`src/irq_accept_pkg.sv`:
```
// Constants, register map and decode layout for the interrupt acceptor
// Contract
// RULE_01: Maskable requests are blocked while the enable flag is 0.
// RULE_02: Any acknowledged interrupt clears the enable flag to 0.
// RULE_03: Stack select 0 picks interrupt stack, 1 picks user stack.
// RULE_04: Hardware acknowledge or trap number 0 to 31 clears stack select.
// RULE_05: Priority level is a 3-bit field, levels 0 through 7.
// RULE_06: A request is enabled only if its priority exceeds the level.
// RULE_07: Reserved flag bit reads undefined; software writes it as 0.
// RULE_08: One flat 1-Mbyte space from 00000h to FFFFFh is decoded.
// RULE_09: Program ROM ends at 0FFFFh and grows downward by its size.
// RULE_10: Vector table occupies 0FFDCh to 0FFFFh at the top of ROM.
// RULE_11: RAM starts at 00400h and grows upward by its size.
// RULE_12: Acknowledge saves context onto a stack held in RAM.
// RULE_13: Peripheral register area spans 00000h through 002FFh.
// RULE_14: Software must not touch unassigned peripheral area locations.
// RULE_15: Accept only if enable is 1 and priority beats level same cycle.
package irq_accept_pkg;
    localparam int          ADDR_W        = 20;
    localparam int          LEVEL_W       = 3;
    localparam int          SP_W          = 16;
    localparam int          TRAP_W        = 6;
    // Register byte offsets
    localparam logic [7:0]  OFS_FLAG      = 8'h00;
    localparam logic [7:0]  OFS_ISP       = 8'h04;
    localparam logic [7:0]  OFS_USP       = 8'h08;
    localparam logic [7:0]  OFS_STATUS    = 8'h0C;
    // Flag register field positions
    localparam int          POS_EN        = 0;
    localparam int          POS_SEL       = 1;
    localparam int          POS_RSV       = 3;
    localparam int          POS_LEVEL     = 4;
    // Reset values
    localparam logic [SP_W-1:0]    RST_SP    = 16'h0000;
    localparam logic [LEVEL_W-1:0] RST_LEVEL = 3'h0;
    // Address map
    localparam logic [ADDR_W-1:0] AREA_LO  = 20'h00000;
    localparam logic [ADDR_W-1:0] AREA_HI  = 20'h002FF;
    localparam logic [ADDR_W-1:0] RAM_LO   = 20'h00400;
    localparam logic [ADDR_W-1:0] ROM_HI   = 20'h0FFFF;
    localparam logic [ADDR_W-1:0] VEC_LO   = 20'h0FFDC;
    localparam logic [ADDR_W-1:0] SPACE_HI = 20'hFFFFF;
    localparam int          ROM_BYTES     = 49152;
    localparam int          RAM_BYTES     = 2560;
    // Trap numbers up to this one switch to the interrupt stack
    localparam logic [TRAP_W-1:0] TRAP_LOW_MAX = 6'h1F;
    // Bytes pushed per context save
    localparam logic [SP_W-1:0] CTX_BYTES = 16'h0004;
    localparam logic [1:0]  RESP_OKAY     = 2'h0;
    localparam logic [1:0]  RESP_SLVERR   = 2'h2;
endpackage

```
`src/irq_accept_address_map.sv`:
```
// Interrupt acceptance, stack selection and address decode with AXI4-Lite
//
// Chosen here: the address map and the AXI4-Lite register port.
`timescale 1ns/1ps
module irq_accept_address_map #(
    parameter int ROM_SIZE = irq_accept_pkg::ROM_BYTES,
    parameter int RAM_SIZE = irq_accept_pkg::RAM_BYTES
) (
    input  wire logic                               ref_clk,
    input  wire logic                               rst_b,
    input  wire logic [7:0]                         s_axi_awaddr,
    input  wire logic                               s_axi_awvalid,
    output logic                                    s_axi_awready,
    input  wire logic [31:0]                        s_axi_wdata,
    input  wire logic [3:0]                         s_axi_wstrb,
    input  wire logic                               s_axi_wvalid,
    output logic                                    s_axi_wready,
    output logic [1:0]                              s_axi_bresp,
    output logic                                    s_axi_bvalid,
    input  wire logic                               s_axi_bready,
    input  wire logic [7:0]                         s_axi_araddr,
    input  wire logic                               s_axi_arvalid,
    output logic                                    s_axi_arready,
    output logic [31:0]                             s_axi_rdata,
    output logic [1:0]                              s_axi_rresp,
    output logic                                    s_axi_rvalid,
    input  wire logic                               s_axi_rready,
    input  wire logic                               irqReq,
    input  wire logic [irq_accept_pkg::LEVEL_W-1:0] irqPriority,
    input  wire logic                               trapValid,
    input  wire logic [irq_accept_pkg::TRAP_W-1:0]  trapNumber,
    input  wire logic [irq_accept_pkg::ADDR_W-1:0]  memAddr,
    output logic                                    irqAck,
    output logic                                    trapAck,
    output logic                                    stackSelUser,
    output logic [irq_accept_pkg::SP_W-1:0]         activeSp,
    output logic                                    saveValid,
    output logic [irq_accept_pkg::SP_W-1:0]         saveAddr,
    output logic                                    stackFault,
    output logic                                    selRegArea,
    output logic                                    selRam,
    output logic                                    selRom,
    output logic                                    selVector,
    output logic                                    selReserved
);
    import irq_accept_pkg::*;

    localparam logic [ADDR_W-1:0] ROM_LO =
        ADDR_W'(int'(ROM_HI) + 1 - ROM_SIZE);
    localparam logic [ADDR_W-1:0] RAM_HI =
        ADDR_W'(int'(RAM_LO) + RAM_SIZE - 1);

    typedef struct packed {
        logic                irqEn;
        logic                stkSel;
        logic [LEVEL_W-1:0]  level;
        logic [SP_W-1:0]     interrupt_stack_pointer;
        logic [SP_W-1:0]     user_stack_pointer;
        logic                ack;
        logic                saveValid;
        logic [SP_W-1:0]     saveAddr;
        logic                stackFault;
        logic [7:0]          acceptCount;
        logic [LEVEL_W-1:0]  lastPri;
        logic                awHave;
        logic [7:0]          awAddr;
        logic                wHave;
        logic [31:0]         wData;
        logic [3:0]          wStrb;
        logic                bValid;
        logic [1:0]          bResp;
        logic                rValid;
        logic [31:0]         rData;
        logic [1:0]          rResp;
    } state_t;

    state_t st;
    state_t next_st;

    logic                hwAccept;
    logic                trapTake;
    logic                doWrite;
    logic [SP_W-1:0]     pushSp;
    logic [SP_W-1:0]     pushAddr;
    logic                pushUser;
    logic [31:0]         flagWord;
    logic [31:0]         rdWord;
    logic                rdHit;

    // Request gating: enable flag and strict priority, same cycle
    assign hwAccept = irqReq && st.irqEn &&
                      (irqPriority > st.level); // RULE_01 RULE_06 RULE_15
    // Hardware wins a tie; the core retries its trap next cycle
    assign trapTake = trapValid && !hwAccept;
    assign trapAck  = trapTake;

    // Stack in use by the push; hardware entry always uses interrupt stack
    assign pushUser = hwAccept ? 1'b0 : st.stkSel; // RULE_03
    assign pushSp   = pushUser ? st.user_stack_pointer : st.interrupt_stack_pointer; // RULE_03
    assign pushAddr = pushSp - CTX_BYTES; // RULE_12

    // Reserved bit reads 0, which is one legal undefined value
    assign flagWord = {24'h000000, 1'b0, st.level, 1'b0, 1'b0,
                       st.stkSel, st.irqEn}; // RULE_05 RULE_07

    // Write proceeds once both address and data are held
    assign doWrite  = st.awHave && st.wHave && !st.bValid;

    // Read mux and decode of the offered read address
    always_comb begin
        rdHit  = 1'b1;
        rdWord = 32'h00000000;
        unique case (s_axi_araddr)
            OFS_FLAG:   rdWord = flagWord;
            OFS_ISP:    rdWord = {16'h0000, st.interrupt_stack_pointer};
            OFS_USP:    rdWord = {16'h0000, st.user_stack_pointer};
            OFS_STATUS: rdWord = {16'h0000, st.acceptCount,
                                  1'b0, st.lastPri, 3'h0, st.stackFault};
            default:    rdHit  = 1'b0;
        endcase
    end

    // Next-state logic: bus first, hardware effects last so they win
    always_comb begin
        next_st           = st;
        next_st.ack       = 1'b0;
        next_st.saveValid = 1'b0;
        // Address and data channels captured independently
        if (s_axi_awvalid && !st.awHave) begin
            next_st.awHave = 1'b1;
            next_st.awAddr = s_axi_awaddr;
        end
        if (s_axi_wvalid && !st.wHave) begin
            next_st.wHave = 1'b1;
            next_st.wData = s_axi_wdata;
            next_st.wStrb = s_axi_wstrb;
        end
        if (doWrite) begin
            next_st.awHave = 1'b0;
            next_st.wHave  = 1'b0;
            next_st.bValid = 1'b1;
            next_st.bResp  = RESP_OKAY;
            unique case (st.awAddr)
                OFS_FLAG: begin
                    if (st.wStrb[0]) begin
                        next_st.irqEn  = st.wData[POS_EN];
                        next_st.stkSel = st.wData[POS_SEL];
                        next_st.level  =
                            st.wData[POS_LEVEL +: LEVEL_W]; // RULE_05
                    end
                end
                OFS_ISP: begin
                    if (st.wStrb[0]) next_st.interrupt_stack_pointer[7:0]  = st.wData[7:0];
                    if (st.wStrb[1]) next_st.interrupt_stack_pointer[15:8] = st.wData[15:8];
                end
                OFS_USP: begin
                    if (st.wStrb[0]) next_st.user_stack_pointer[7:0]  = st.wData[7:0];
                    if (st.wStrb[1]) next_st.user_stack_pointer[15:8] = st.wData[15:8];
                end
                // Writing the status word with bit 0 set clears the sticky fault
                OFS_STATUS: begin
                    if (st.wStrb[0] && st.wData[0]) begin
                        next_st.stackFault = 1'b0;
                    end
                end
                default: next_st.bResp = RESP_SLVERR;
            endcase
        end
        if (st.bValid && s_axi_bready) begin
            next_st.bValid = 1'b0;
        end
        // Read: one outstanding, answered the cycle after arvalid
        if (s_axi_arvalid && !st.rValid) begin
            next_st.rValid = 1'b1;
            next_st.rData  = rdWord;
            next_st.rResp  = rdHit ? RESP_OKAY : RESP_SLVERR;
        end else if (st.rValid && s_axi_rready) begin
            next_st.rValid = 1'b0;
        end
        // Acceptance effects override any same-cycle software write
        if (hwAccept || trapTake) begin
            next_st.irqEn     = 1'b0; // RULE_02
            next_st.saveValid = 1'b1; // RULE_12
            next_st.saveAddr  = pushAddr; // RULE_12
            if (pushUser) next_st.user_stack_pointer = pushAddr;
            else          next_st.interrupt_stack_pointer = pushAddr;
            // Push landing outside RAM is flagged, set beats clear
            if (pushAddr < RAM_LO[SP_W-1:0] ||
                pushAddr > RAM_HI[SP_W-1:0]) begin
                next_st.stackFault = 1'b1; // RULE_12
            end
        end
        if (hwAccept) begin
            next_st.ack         = 1'b1;
            next_st.stkSel      = 1'b0; // RULE_04
            next_st.level       = irqPriority;
            next_st.lastPri     = irqPriority;
            next_st.acceptCount = st.acceptCount + 8'h01;
        end
        if (trapTake && trapNumber <= TRAP_LOW_MAX) begin
            next_st.stkSel = 1'b0; // RULE_04
        end
    end

    // State register with synchronous active-low reset
    always_ff @(posedge ref_clk) begin
        if (!rst_b) begin
            st       <= '0;
            st.level <= RST_LEVEL;
            st.interrupt_stack_pointer   <= RST_SP;
            st.user_stack_pointer   <= RST_SP;
        end else begin
            st <= next_st;
        end
    end

    // Bus outputs; ready is withheld while a channel is already held
    assign s_axi_awready = !st.awHave;
    assign s_axi_wready  = !st.wHave;
    assign s_axi_bvalid  = st.bValid;
    assign s_axi_bresp   = st.bResp;
    assign s_axi_arready = !st.rValid;
    assign s_axi_rvalid  = st.rValid;
    assign s_axi_rdata   = st.rData;
    assign s_axi_rresp   = st.rResp;

    // Core-side outputs
    assign irqAck       = st.ack;
    assign stackSelUser = st.stkSel;
    assign activeSp     = st.stkSel ? st.user_stack_pointer : st.interrupt_stack_pointer; // RULE_03
    assign saveValid    = st.saveValid;
    assign saveAddr     = st.saveAddr;
    assign stackFault   = st.stackFault;

    // Flat decode of the 1-Mbyte space; vector table lies inside ROM
    assign selRegArea  = memAddr <= AREA_HI; // RULE_13
    assign selRam      = memAddr >= RAM_LO && memAddr <= RAM_HI; // RULE_11
    assign selRom      = memAddr >= ROM_LO && memAddr <= ROM_HI; // RULE_09
    assign selVector   = memAddr >= VEC_LO && memAddr <= ROM_HI; // RULE_10
    // Everything else, up to the top of the space, is a hole
    assign selReserved = !(selRegArea || selRam || selRom); // RULE_08
endmodule

```
`config.mk`:
```
export PLATFORM = sky130hd
export DESIGN_NAME = irq_accept_address_map
export DESIGN_NICKNAME = d
export VERILOG_FILES = /design/src/irq_accept_pkg.sv /design/src/irq_accept_address_map.sv
export SDC_FILE = /design/constraint.sdc
export NUM_CORES = 1
export LEC_CHECK = 0
export ABC_AREA = 1
export BUFFER_PORTS_ARGS = -buffer_cell sky130_fd_sc_hd__buf_2
export CELL_PAD_IN_SITES_DETAIL_PLACEMENT = 0
export CELL_PAD_IN_SITES_GLOBAL_PLACEMENT = 1
export CORE_MARGIN = 2
export CORE_UTILIZATION = 39
export CTS_BUF_LIST = sky130_fd_sc_hd__clkbuf_4 sky130_fd_sc_hd__clkbuf_8 sky130_fd_sc_hd__clkbuf_16
export DETAILED_ROUTE_END_ITERATION = 6
export GPL_ROUTABILITY_DRIVEN = 0
export PLACE_DENSITY = 0.84
export SETUP_SLACK_MARGIN = 0.15
export SYNTH_ARGS = -nofsm -noshare
export SYNTH_HDL_FRONTEND = slang
export SYNTH_SLANG_ARGS = --single-unit
```
`constraint.sdc`:
```
create_clock -name ref_clk -period 5.9 [get_ports ref_clk]
set_clock_uncertainty 0.05 [all_clocks]
set_input_delay 1.18 -clock ref_clk [delete_from_list [all_inputs] [get_ports ref_clk]]
set_output_delay 1.18 -clock ref_clk [all_outputs]
set_load 0.01 [all_outputs]
```
; ---- Word-level counts from Yosys, hierarchy flattened
; Cells that the tools add are included.
[word_totals]
register_bits = 133
in_bits = 90
output_inout_bits = 83
elab_cells = 107
[classes]
add_sub_neg = 2
magnitude_cmp = 10
n_eq_ne = 6
mux = 28
bitwise_logic = 1
reduce_logical = 39
[op_table]
columns = cell, n
row1 = 16-bit two-way mux, 6
row2 = 16-bit one-hot mux with 4 select lines, 1
row3 = 35-bit two-way mux, 1
row4 = 8-bit by 4-bit == test with 1-bit output (second input constant), 4
row5 = 32-bit two-way mux, 1
row6 = 8-bit two-way mux, 4
row7 = 20-bit by 11-bit >= comparator with 1-bit output (second input constant), 1
row8 = 20-bit by 15-bit >= comparator with 1-bit output (second input constant), 1
row9 = 20-bit by 16-bit >= comparator with 1-bit output (second input constant), 1
row10 = 20-bit by 10-bit less-or-equal comparator with 1-bit output (second input constant), 1
row11 = 20-bit by 12-bit less-or-equal comparator with 1-bit output (second input constant), 1
row12 = 20-bit by 16-bit less-or-equal comparator with 1-bit output (second input constant), 1
row13 = 18-bit two-way mux, 1
row14 = 8-bit by 3-bit == test with 1-bit output (second input constant), 2
row15 = 16-bit by 12-bit greater-than comparator with 1-bit output (second input constant), 1
row16 = 8-bit zero test, 2
row17 = 16-bit by 11-bit < comparator with 1-bit output (second input constant), 1
row18 = 16-bit by 3-bit subtractor with 16-bit output (second input constant), 1
row19 = 1-bit logical AND, 15
row20 = 1-bit two-way mux, 9
row21 = 3-bit two-way mux, 3
row22 = 8-bit by 1-bit adder with 8-bit output (second input constant), 1
row23 = 2-bit nonzero test, 4
row24 = 4-bit OR reduction, 2
row25 = 9 further kinds, 21

; ---- Logic depth before layout (Yosys ltp)
; Gate-level depths: netlist of run 1.
[depth]
word_depth = 9
depth_mapped = 22
mapped_depth_nobuf = 22

; ---- Worst setup path before layout of run 1
; No wires, ideal clock.
[synth_timing]
kind = input to output
from = input irqPriority[2] in the netlist's numbering
to = output trapAck
arrival_time_ns = 2.214
t_required_ns = 4.670
slack_ns = 2.456
path_stages = 7
path_buffers = 1
path_cell_list = ha_1 > a21oi_1 > nand2_1 > nand2_4 > buf_4 > inv_2 > nor2_1
[synth_between]
elab_chain_len = 4
[synth_rtl]
columns = element, line
row1 = from (decl), irq_accept_address_map.sv:29  ; input wire logic [irq_accept_pkg::LEVEL_W-1:0] irqPriority,
row2 = 3-bit greater-than comparator, irq_accept_address_map.sv:92  ; (irqPriority > st.level);
row3 = 1-bit logical AND, irq_accept_address_map.sv:91  ; assign hwAccept = irqReq && st.irqEn &&
row4 = 1-bit zero test, irq_accept_address_map.sv:94  ; assign trapTake = trapValid && !hwAccept;
row5 = 1-bit logical AND, irq_accept_address_map.sv:94
row6 = to (decl), irq_accept_address_map.sv:34  ; output logic trapAck,
; Every way passes these cells.

; ---- Final worst setup path of run 1
; Ends and elaborated chain as after synthesis.

==> results of run 1 <==
==> how the worst max path moves through the flow <==
stage                         from          to  cells past startpoint
floorplan           irqPriority[2]     trapAck                      7
global placement    irqPriority[2]  stackFault                     19
detailed placement  irqPriority[2]  stackFault                     19
CTS                 irqPriority[2]     trapAck                      8
global route        irqPriority[2]  stackFault                     19
finish              irqPriority[2]     trapAck                      8
==> final cells by class <==
cell class	count	area share
inverters	93	0.0490
multi-input cells	621	0.416
clock buffers	17	0.0597
well taps	188	0.0330
repair buffers	134	0.0959
flip-flops and latches	115	0.323
clock inverters	14	0.0232
==> power by group <==
part | switching, mW | internal [mW] | leakage [nW]
logic | 0.246 | 0.125 | 2.16
clock network | 0.382 | 0.657 | 0.277
registers | 0.0314 | 0.824 | 0.939
total | 0.660 | 1.61 | 3.38
==> routing by layer <==
metal,vias up,global-route usage,wire [um]
li1,3054,-,-
met2,143,0.360,8250
met4,0,0.0774,327
met1,2723,0.294,8360
met5,-,0,0
met3,22,0.0495,979
==> metrics by stage <==
| step | cell area (um2) | std cells |
|---|---|---|
| finish | 7120 | 1182 |
| global route | 7120 | 1182 |
| CTS | 7120 | 1182 |
| detailed placement | 6530 | 1151 |
| global placement | 6530 | 1151 |
| floorplan | 6150 | 914 |
==> layout by cell type (no fill, tap or decap), types with 9 or more instances in the layout <==
| cell | Yosys | layout |
|---|---|---|
| buf_2 | 6 | 129 |
| nand2_1 | 227 | 227 |
| inv_1 | 85 | 85 |
| dfxtp_1 | 115 | 114 |
| nor2_1 | 89 | 89 |
| a21oi_1 | 40 | 40 |
| o21ai_0 | 89 | 89 |
| a211oi_1 | 9 | 9 |
| clkbuf_16 | 0 | 17 |
| o22ai_1 | 19 | 19 |
| nand3_1 | 48 | 48 |
| conb_1 | 1 | 18 |
==> kinds of logic after synthesis <==
kind of cell    after synthesis  synth area share
mux                           1           0.00165
fa+ha+maj                     5            0.0103
flops                       115             0.378
xor+xnor                      3           0.00432
compound gates              189             0.178
other cells                   1          0.000616
simple gates                405             0.282
buf+inv                     178             0.146
==> flip-flops by register name, summed over array words and instances, names as in the netlist <==
| name | count |
|---|---|
| saveValid | 1 |
| stackSelUser | 1 |
| st | 71 |
| s_axi_rdata | 16 |
| s_axi_rvalid | 1 |
| s_axi_bresp | 1 |
| stackFault | 1 |
| irqAck | 1 |
| saveAddr | 16 |
| flagWord | 4 |
| s_axi_bvalid | 1 |
| s_axi_rresp | 1 |
==> worst max-delay path: stages <==
cell and delay (ns):
buf_2 0.12, ha_1 0.32, a21oi_1 0.14, nand2_1 0.10
nand2_4 0.31, inv_2 0.18, nor2_1 0.14, buf_2 0.15
==> run metrics, run 1 <==
top cells by area, synth=dfxtp_1, nand2_1, o21ai_0; Pre-antenna DRT Iters=5; Hold EP=saveAddr[5]; Synth top area share=0.378; final hold violation count=0; Reg area=2300 um2; Cells after Synth=897; CP required=4.67 ns; Core Footprint=15200 um2; Async SR Flop Fraction=0; R2R cell count=19; # resized after CTS=0; status=completed; largest net degree at the start of global routing=44; total of max-cap violations=0; fin nets=1077; Routed Wire Length=17900 um; DRC Markers=0; hold wc startpoint=saveAddr[5]; first-pass GRT wire length=28500 um; total power=2.27 mW; vias per cell=5.03; #FFs+latches synth=115; Pleak=3.38 nW; Via Count=5942; initial core utilization=0.400; # hold bufs at CTS=0; Placement Setup Slack=1.72 ns; CP Max Fanout=27; Tcrit/Tclk final=0.659; PnR worst setup slack=2.01 ns; worst reg2reg endpoint=stackFault; root buffer cell=clkbuf_16; initial antenna violation count=0; grt ovf=0; WHS Path Cells=2; vias in the first global route=5470; Primary FF master, synth=dfxtp_1; sequential element share of the synthesized area=0.378; max-slew violations=0; DRT antenna net count=0; PwrDens=318 nW/um2; H-tree levels=4; GRT Total Usage=0.223; Die W=129 um; cell taking the most area after synthesis=dfxtp_1; setup bufs post-CTS=0; n_diodes=0; Post-synth top cells=nand2_1, dfxtp_1, nor2_1, o21ai_0, inv_1; Die Y=129 um; cell with the most instances after synthesis=nand2_1; distinct cell type count after synthesis=42; Critical R2R Launch=flagWord[6]; worst-margin pin slew=0.873 ns; startpoint type of the worst setup path=input pin; IO Port Bufs=129; Warnings, synthesis=0; drt wl/cell=15.2 um; Rows=45; layout cells sized above 1=0.191; Post-Route Utilization=0.468; TNS Setup=0 ns; Area Growth Syn to Fin=17.0%; number of enable flip-flop cells after synthesis=0; CTS Sinks=115; footprint of the multi-input gates=2960 um2; deepest clock path buffer count=2; Syn Area/Cell=6.78 um2; total die area=16600 um2; RSZ-0062 raised after global routing=no; WS Path Type=input pin to primary output; Data arrival, critical path=2.66 ns; Hold Slack=0.397 ns; slew margin rel.=0.413; FF-to-FF setup slack=2.61 ns; DR iter-0 viols=345; Reg clk slew, reported paths=0.06 ns; worst skew pair latency=0.43 ns; Filler Cells Inserted=1644; setup violators final=0; Max Clock Freq=0.257 GHz; CTS Buf Count=17; Crit. End Element=primary output; Synth Cell Area=6080 um2; worst vdd ir=194 uV; HP Class=register to register; crit path time final=3.89 ns; CTS tree=done; I/O pin total=173; hpwl dp=13300 um
Power figures use the tool's default switching activity.
==> inputs of run 2 (changes only) <==
--- a/config.mk
+++ b/config.mk
@@ -5,7 +5,7 @@
 export SDC_FILE = /design/constraint.sdc
 export NUM_CORES = 1
 export LEC_CHECK = 0
-export ABC_AREA = 1
+export ABC_AREA = 0
 export BUFFER_PORTS_ARGS = -buffer_cell sky130_fd_sc_hd__buf_2
 export CELL_PAD_IN_SITES_DETAIL_PLACEMENT = 0
 export CELL_PAD_IN_SITES_GLOBAL_PLACEMENT = 1
@@ -14,7 +14,7 @@
 export CTS_BUF_LIST = sky130_fd_sc_hd__clkbuf_4 sky130_fd_sc_hd__clkbuf_8 sky130_fd_sc_hd__clkbuf_16
 export DETAILED_ROUTE_END_ITERATION = 6
 export GPL_ROUTABILITY_DRIVEN = 0
-export PLACE_DENSITY = 0.84
+export PLACE_DENSITY = 0.8
 export SETUP_SLACK_MARGIN = 0.15
 export SYNTH_ARGS = -nofsm -noshare
 export SYNTH_HDL_FRONTEND = slang
==> constraint.sdc (replaced) <==
create_clock -name ref_clk -period 3.8 [get_ports ref_clk]
set_clock_uncertainty 0.05 [all_clocks]
set_input_delay 0.76 -clock ref_clk [delete_from_list [all_inputs] [get_ports ref_clk]]
set_output_delay 0.76 -clock ref_clk [all_outputs]
set_load 0.01 [all_outputs]
==> run metrics, run 2 <==
setup violators final=0; worst vdd ir=318 uV; P_int=2.63 mW; CP cell instances=buf_2 -> or4_1 -> or4b_1 -> a2111oi_2 -> nor3_1 -> buf_2; Synth Cell Area=6240 um2; HP Class=register to register; Area Growth Syn to Fin=19.2%; Sw Share=0.279; met3 Track Usage GR=0.0383; worst skew pair latency=0.43 ns; GRT Total Usage=0.200; commonest non-fill, non-tap cell in the layout=buf_2; status=completed; IO Port Bufs=129; Seq pwr share=0.375; slowest cell on the critical path=or4_1; total die area=17000 um2; crit path capture=selReserved; layout cells sized above 1=0.267; hpwl dp=12300 um; initial core utilization=0.395; DRC Markers=0; CTS Buf Count=17; number of enable flip-flop cells after synthesis=0; CTS tree=done; commonest cells after routing, fill and taps aside=buf_2, dfxtp_1, nand2_1; Non-Filler Instances=1035; total of max-cap violations=0; deepest clock path buffer count=2; Core Footprint=15800 um2; CP required=2.99 ns; CTS Sinks=115; Die W=130 um; CP Max Fanout=3; Finished Cell Area=7440 um2; Tcrit/Tclk final=0.893; max-slew violations=0; Largest register FFs=71; fin nets=901; grt ovf=0; Hold Slack=0.398 ns; H-tree levels=4; cell with the most instances after synthesis=dfxtp_1; Worst path depth=6; vias in the first global route=4861; Most Frequent Cell on Critical Path=buf_2; number of placed cells counting well taps=1003; WP buf/inv=2; Reg clk slew, reported paths=0.06 ns; root buffer cell=clkbuf_16; crit path time final=3.39 ns; Die Y=130 um; Crit. End Element=primary output; DR iter-0 viols=330; startpoint type of the worst setup path=input pin; vias per cell=5.06; family with the most delay on the worst path=simple AND/OR/NAND/NOR gates; R2R cell count=13; grt met1 use=0.278; Rows=46; RSZ-0062 raised after global routing=no; Post-synth top cells=dfxtp_1, nand2_1, buf_4; largest net degree at the start of global routing=49; WS Path Type=input pin to primary output; Clock power frac=0.459; Top Usage Layer GRT=met2; n_diodes=0; final hold violation count=0; TNS Setup=0 ns; Warnings, synthesis=0; slew margin rel.=0.302; Via Count=5236; Cells after Synth=717; grt met2 use=0.312; Comb pwr share=0.166; PwrDens=492 nW/um2; Biggest register=st; Data arrival, critical path=2.58 ns; Critical Path Start=memAddr[18]; Pleak=3.20 nW; top cells by area, synth=dfxtp_1, mux2i_1, nand2_1; Syn Area/Cell=8.70 um2; #FFs+latches synth=115; setup bufs post-CTS=0; distinct cell type count after synthesis=60; Critical R2R Launch=flagWord[6]; worst-margin pin slew=1.05 ns; FF-to-FF setup slack=0.69 ns; cell taking the most area after synthesis=dfxtp_1; worst reg2reg endpoint=st[128]; Pre-antenna DRT Iters=5; first-pass GRT wire length=26200 um; Max Clock Freq=0.295 GHz; drt wl/cell=16.2 um; Synth top area share=0.369; Primary FF master, synth=dfxtp_1; sequential element share of the synthesized area=0.369; I/O pin total=173; Post-Route Utilization=0.472; sw power=1.02 mW; slowest stage delay, CP=0.57 ns; Routed Wire Length=16800 um; Placed Area=6810 um2; DRT antenna net count=0; Async SR Flop Fraction=0; initial antenna violation count=0
## run 2: changes by cell type after synthesis, sizes merged, moves of 24 or more
cell    previous run  this run
o21ai             94        29
mux2i              1        45
nor2              99        33
nand2            234       112
mux2               0        28
a21oi             40        16
nand3             48        15
a21boi             0        24
nor2b              0        33
inv               89        11
## run 2: kinds of logic (layout without fill, tap and decap cells)
logic type	count (synthesis)	in the layout	synth area share
AO/OA/AOI/OAI	127	127	0.138
multiplexers	77	77	0.137
XOR/XNOR	27	27	0.0379
AND/OR/NAND/NOR	263	263	0.214
adder cells (fa/ha/maj)	5	5	0.0100
other	1	18	0.000601
buffers and inverters	102	187	0.0931
flip-flops	115	115	0.369
## run 2: metal layers
layer	up-vias	wire length (um)
met1	2434	8060
met5	-	0
met2	160	7470
li1	2622	-
met3	20	944
met4	0	310
## run 2: cell type report
type / instances / area (um2)
clock buffers: 21 / 468
fillers: 1609 / 8330
repair buffers: 144 / 758
multi-input cells: 517 / 3440
well taps: 216 / 270
clock inverters: 11 / 153
flip-flops and latches: 115 / 2300
inverters: 11 / 41.3
## run 2: power by group through the flow
stage                     sequential, mW  clock [mW]  combinational [mW]
after floorplan                     1.36           0               0.456
after global placement              1.39           0               0.603
after detailed placement            1.39           0               0.606
after CTS                           1.37        1.69               0.609
after global routing                1.38        1.74               0.675
final                               1.37        1.68               0.607
## run 2: worst register-to-register path, delay by kind of cell (launching register included)
family	cells	cell delay, ns
AND/OR/NAND/NOR	5	0.90
multiplexers	2	0.49
AO/OA/AOI/OAI	2	0.47
adder cells (fa/ha/maj)	2	0.52
buffers and inverters	1	0.05
flip-flops	1	0.35
XOR/XNOR	1	0.17
## run 2: metrics by stage
step / power, mW / setup WS, ns
after floorplan: 1.81 / 0.152
after global placement: 2.00 / 0.265
after detailed placement: 2.00 / 0.212
after CTS: 3.67 / 0.327
after global routing: 3.80 / 0.248
final: 3.66 / 0.406
## run 2: what timing repair did
action / in CTS / in global routing
hold buffers: 0 / 0
gates resized for setup: 0 / 1
endpoints found under the setup margin: 0 / 1
## run 2: worst min-delay path by stage
stage | depth (start not counted) | from | endpoint
final | 2 | saveAddr[1] | saveAddr[1]
after CTS | 2 | saveAddr[3] | saveAddr[3]
after global placement | 2 | saveAddr[4] | saveAddr[4]
after floorplan | 2 | saveAddr[10] | saveAddr[10]
after detailed placement | 2 | saveAddr[4] | saveAddr[4]
after global routing | 2 | saveAddr[13] | saveAddr[13]
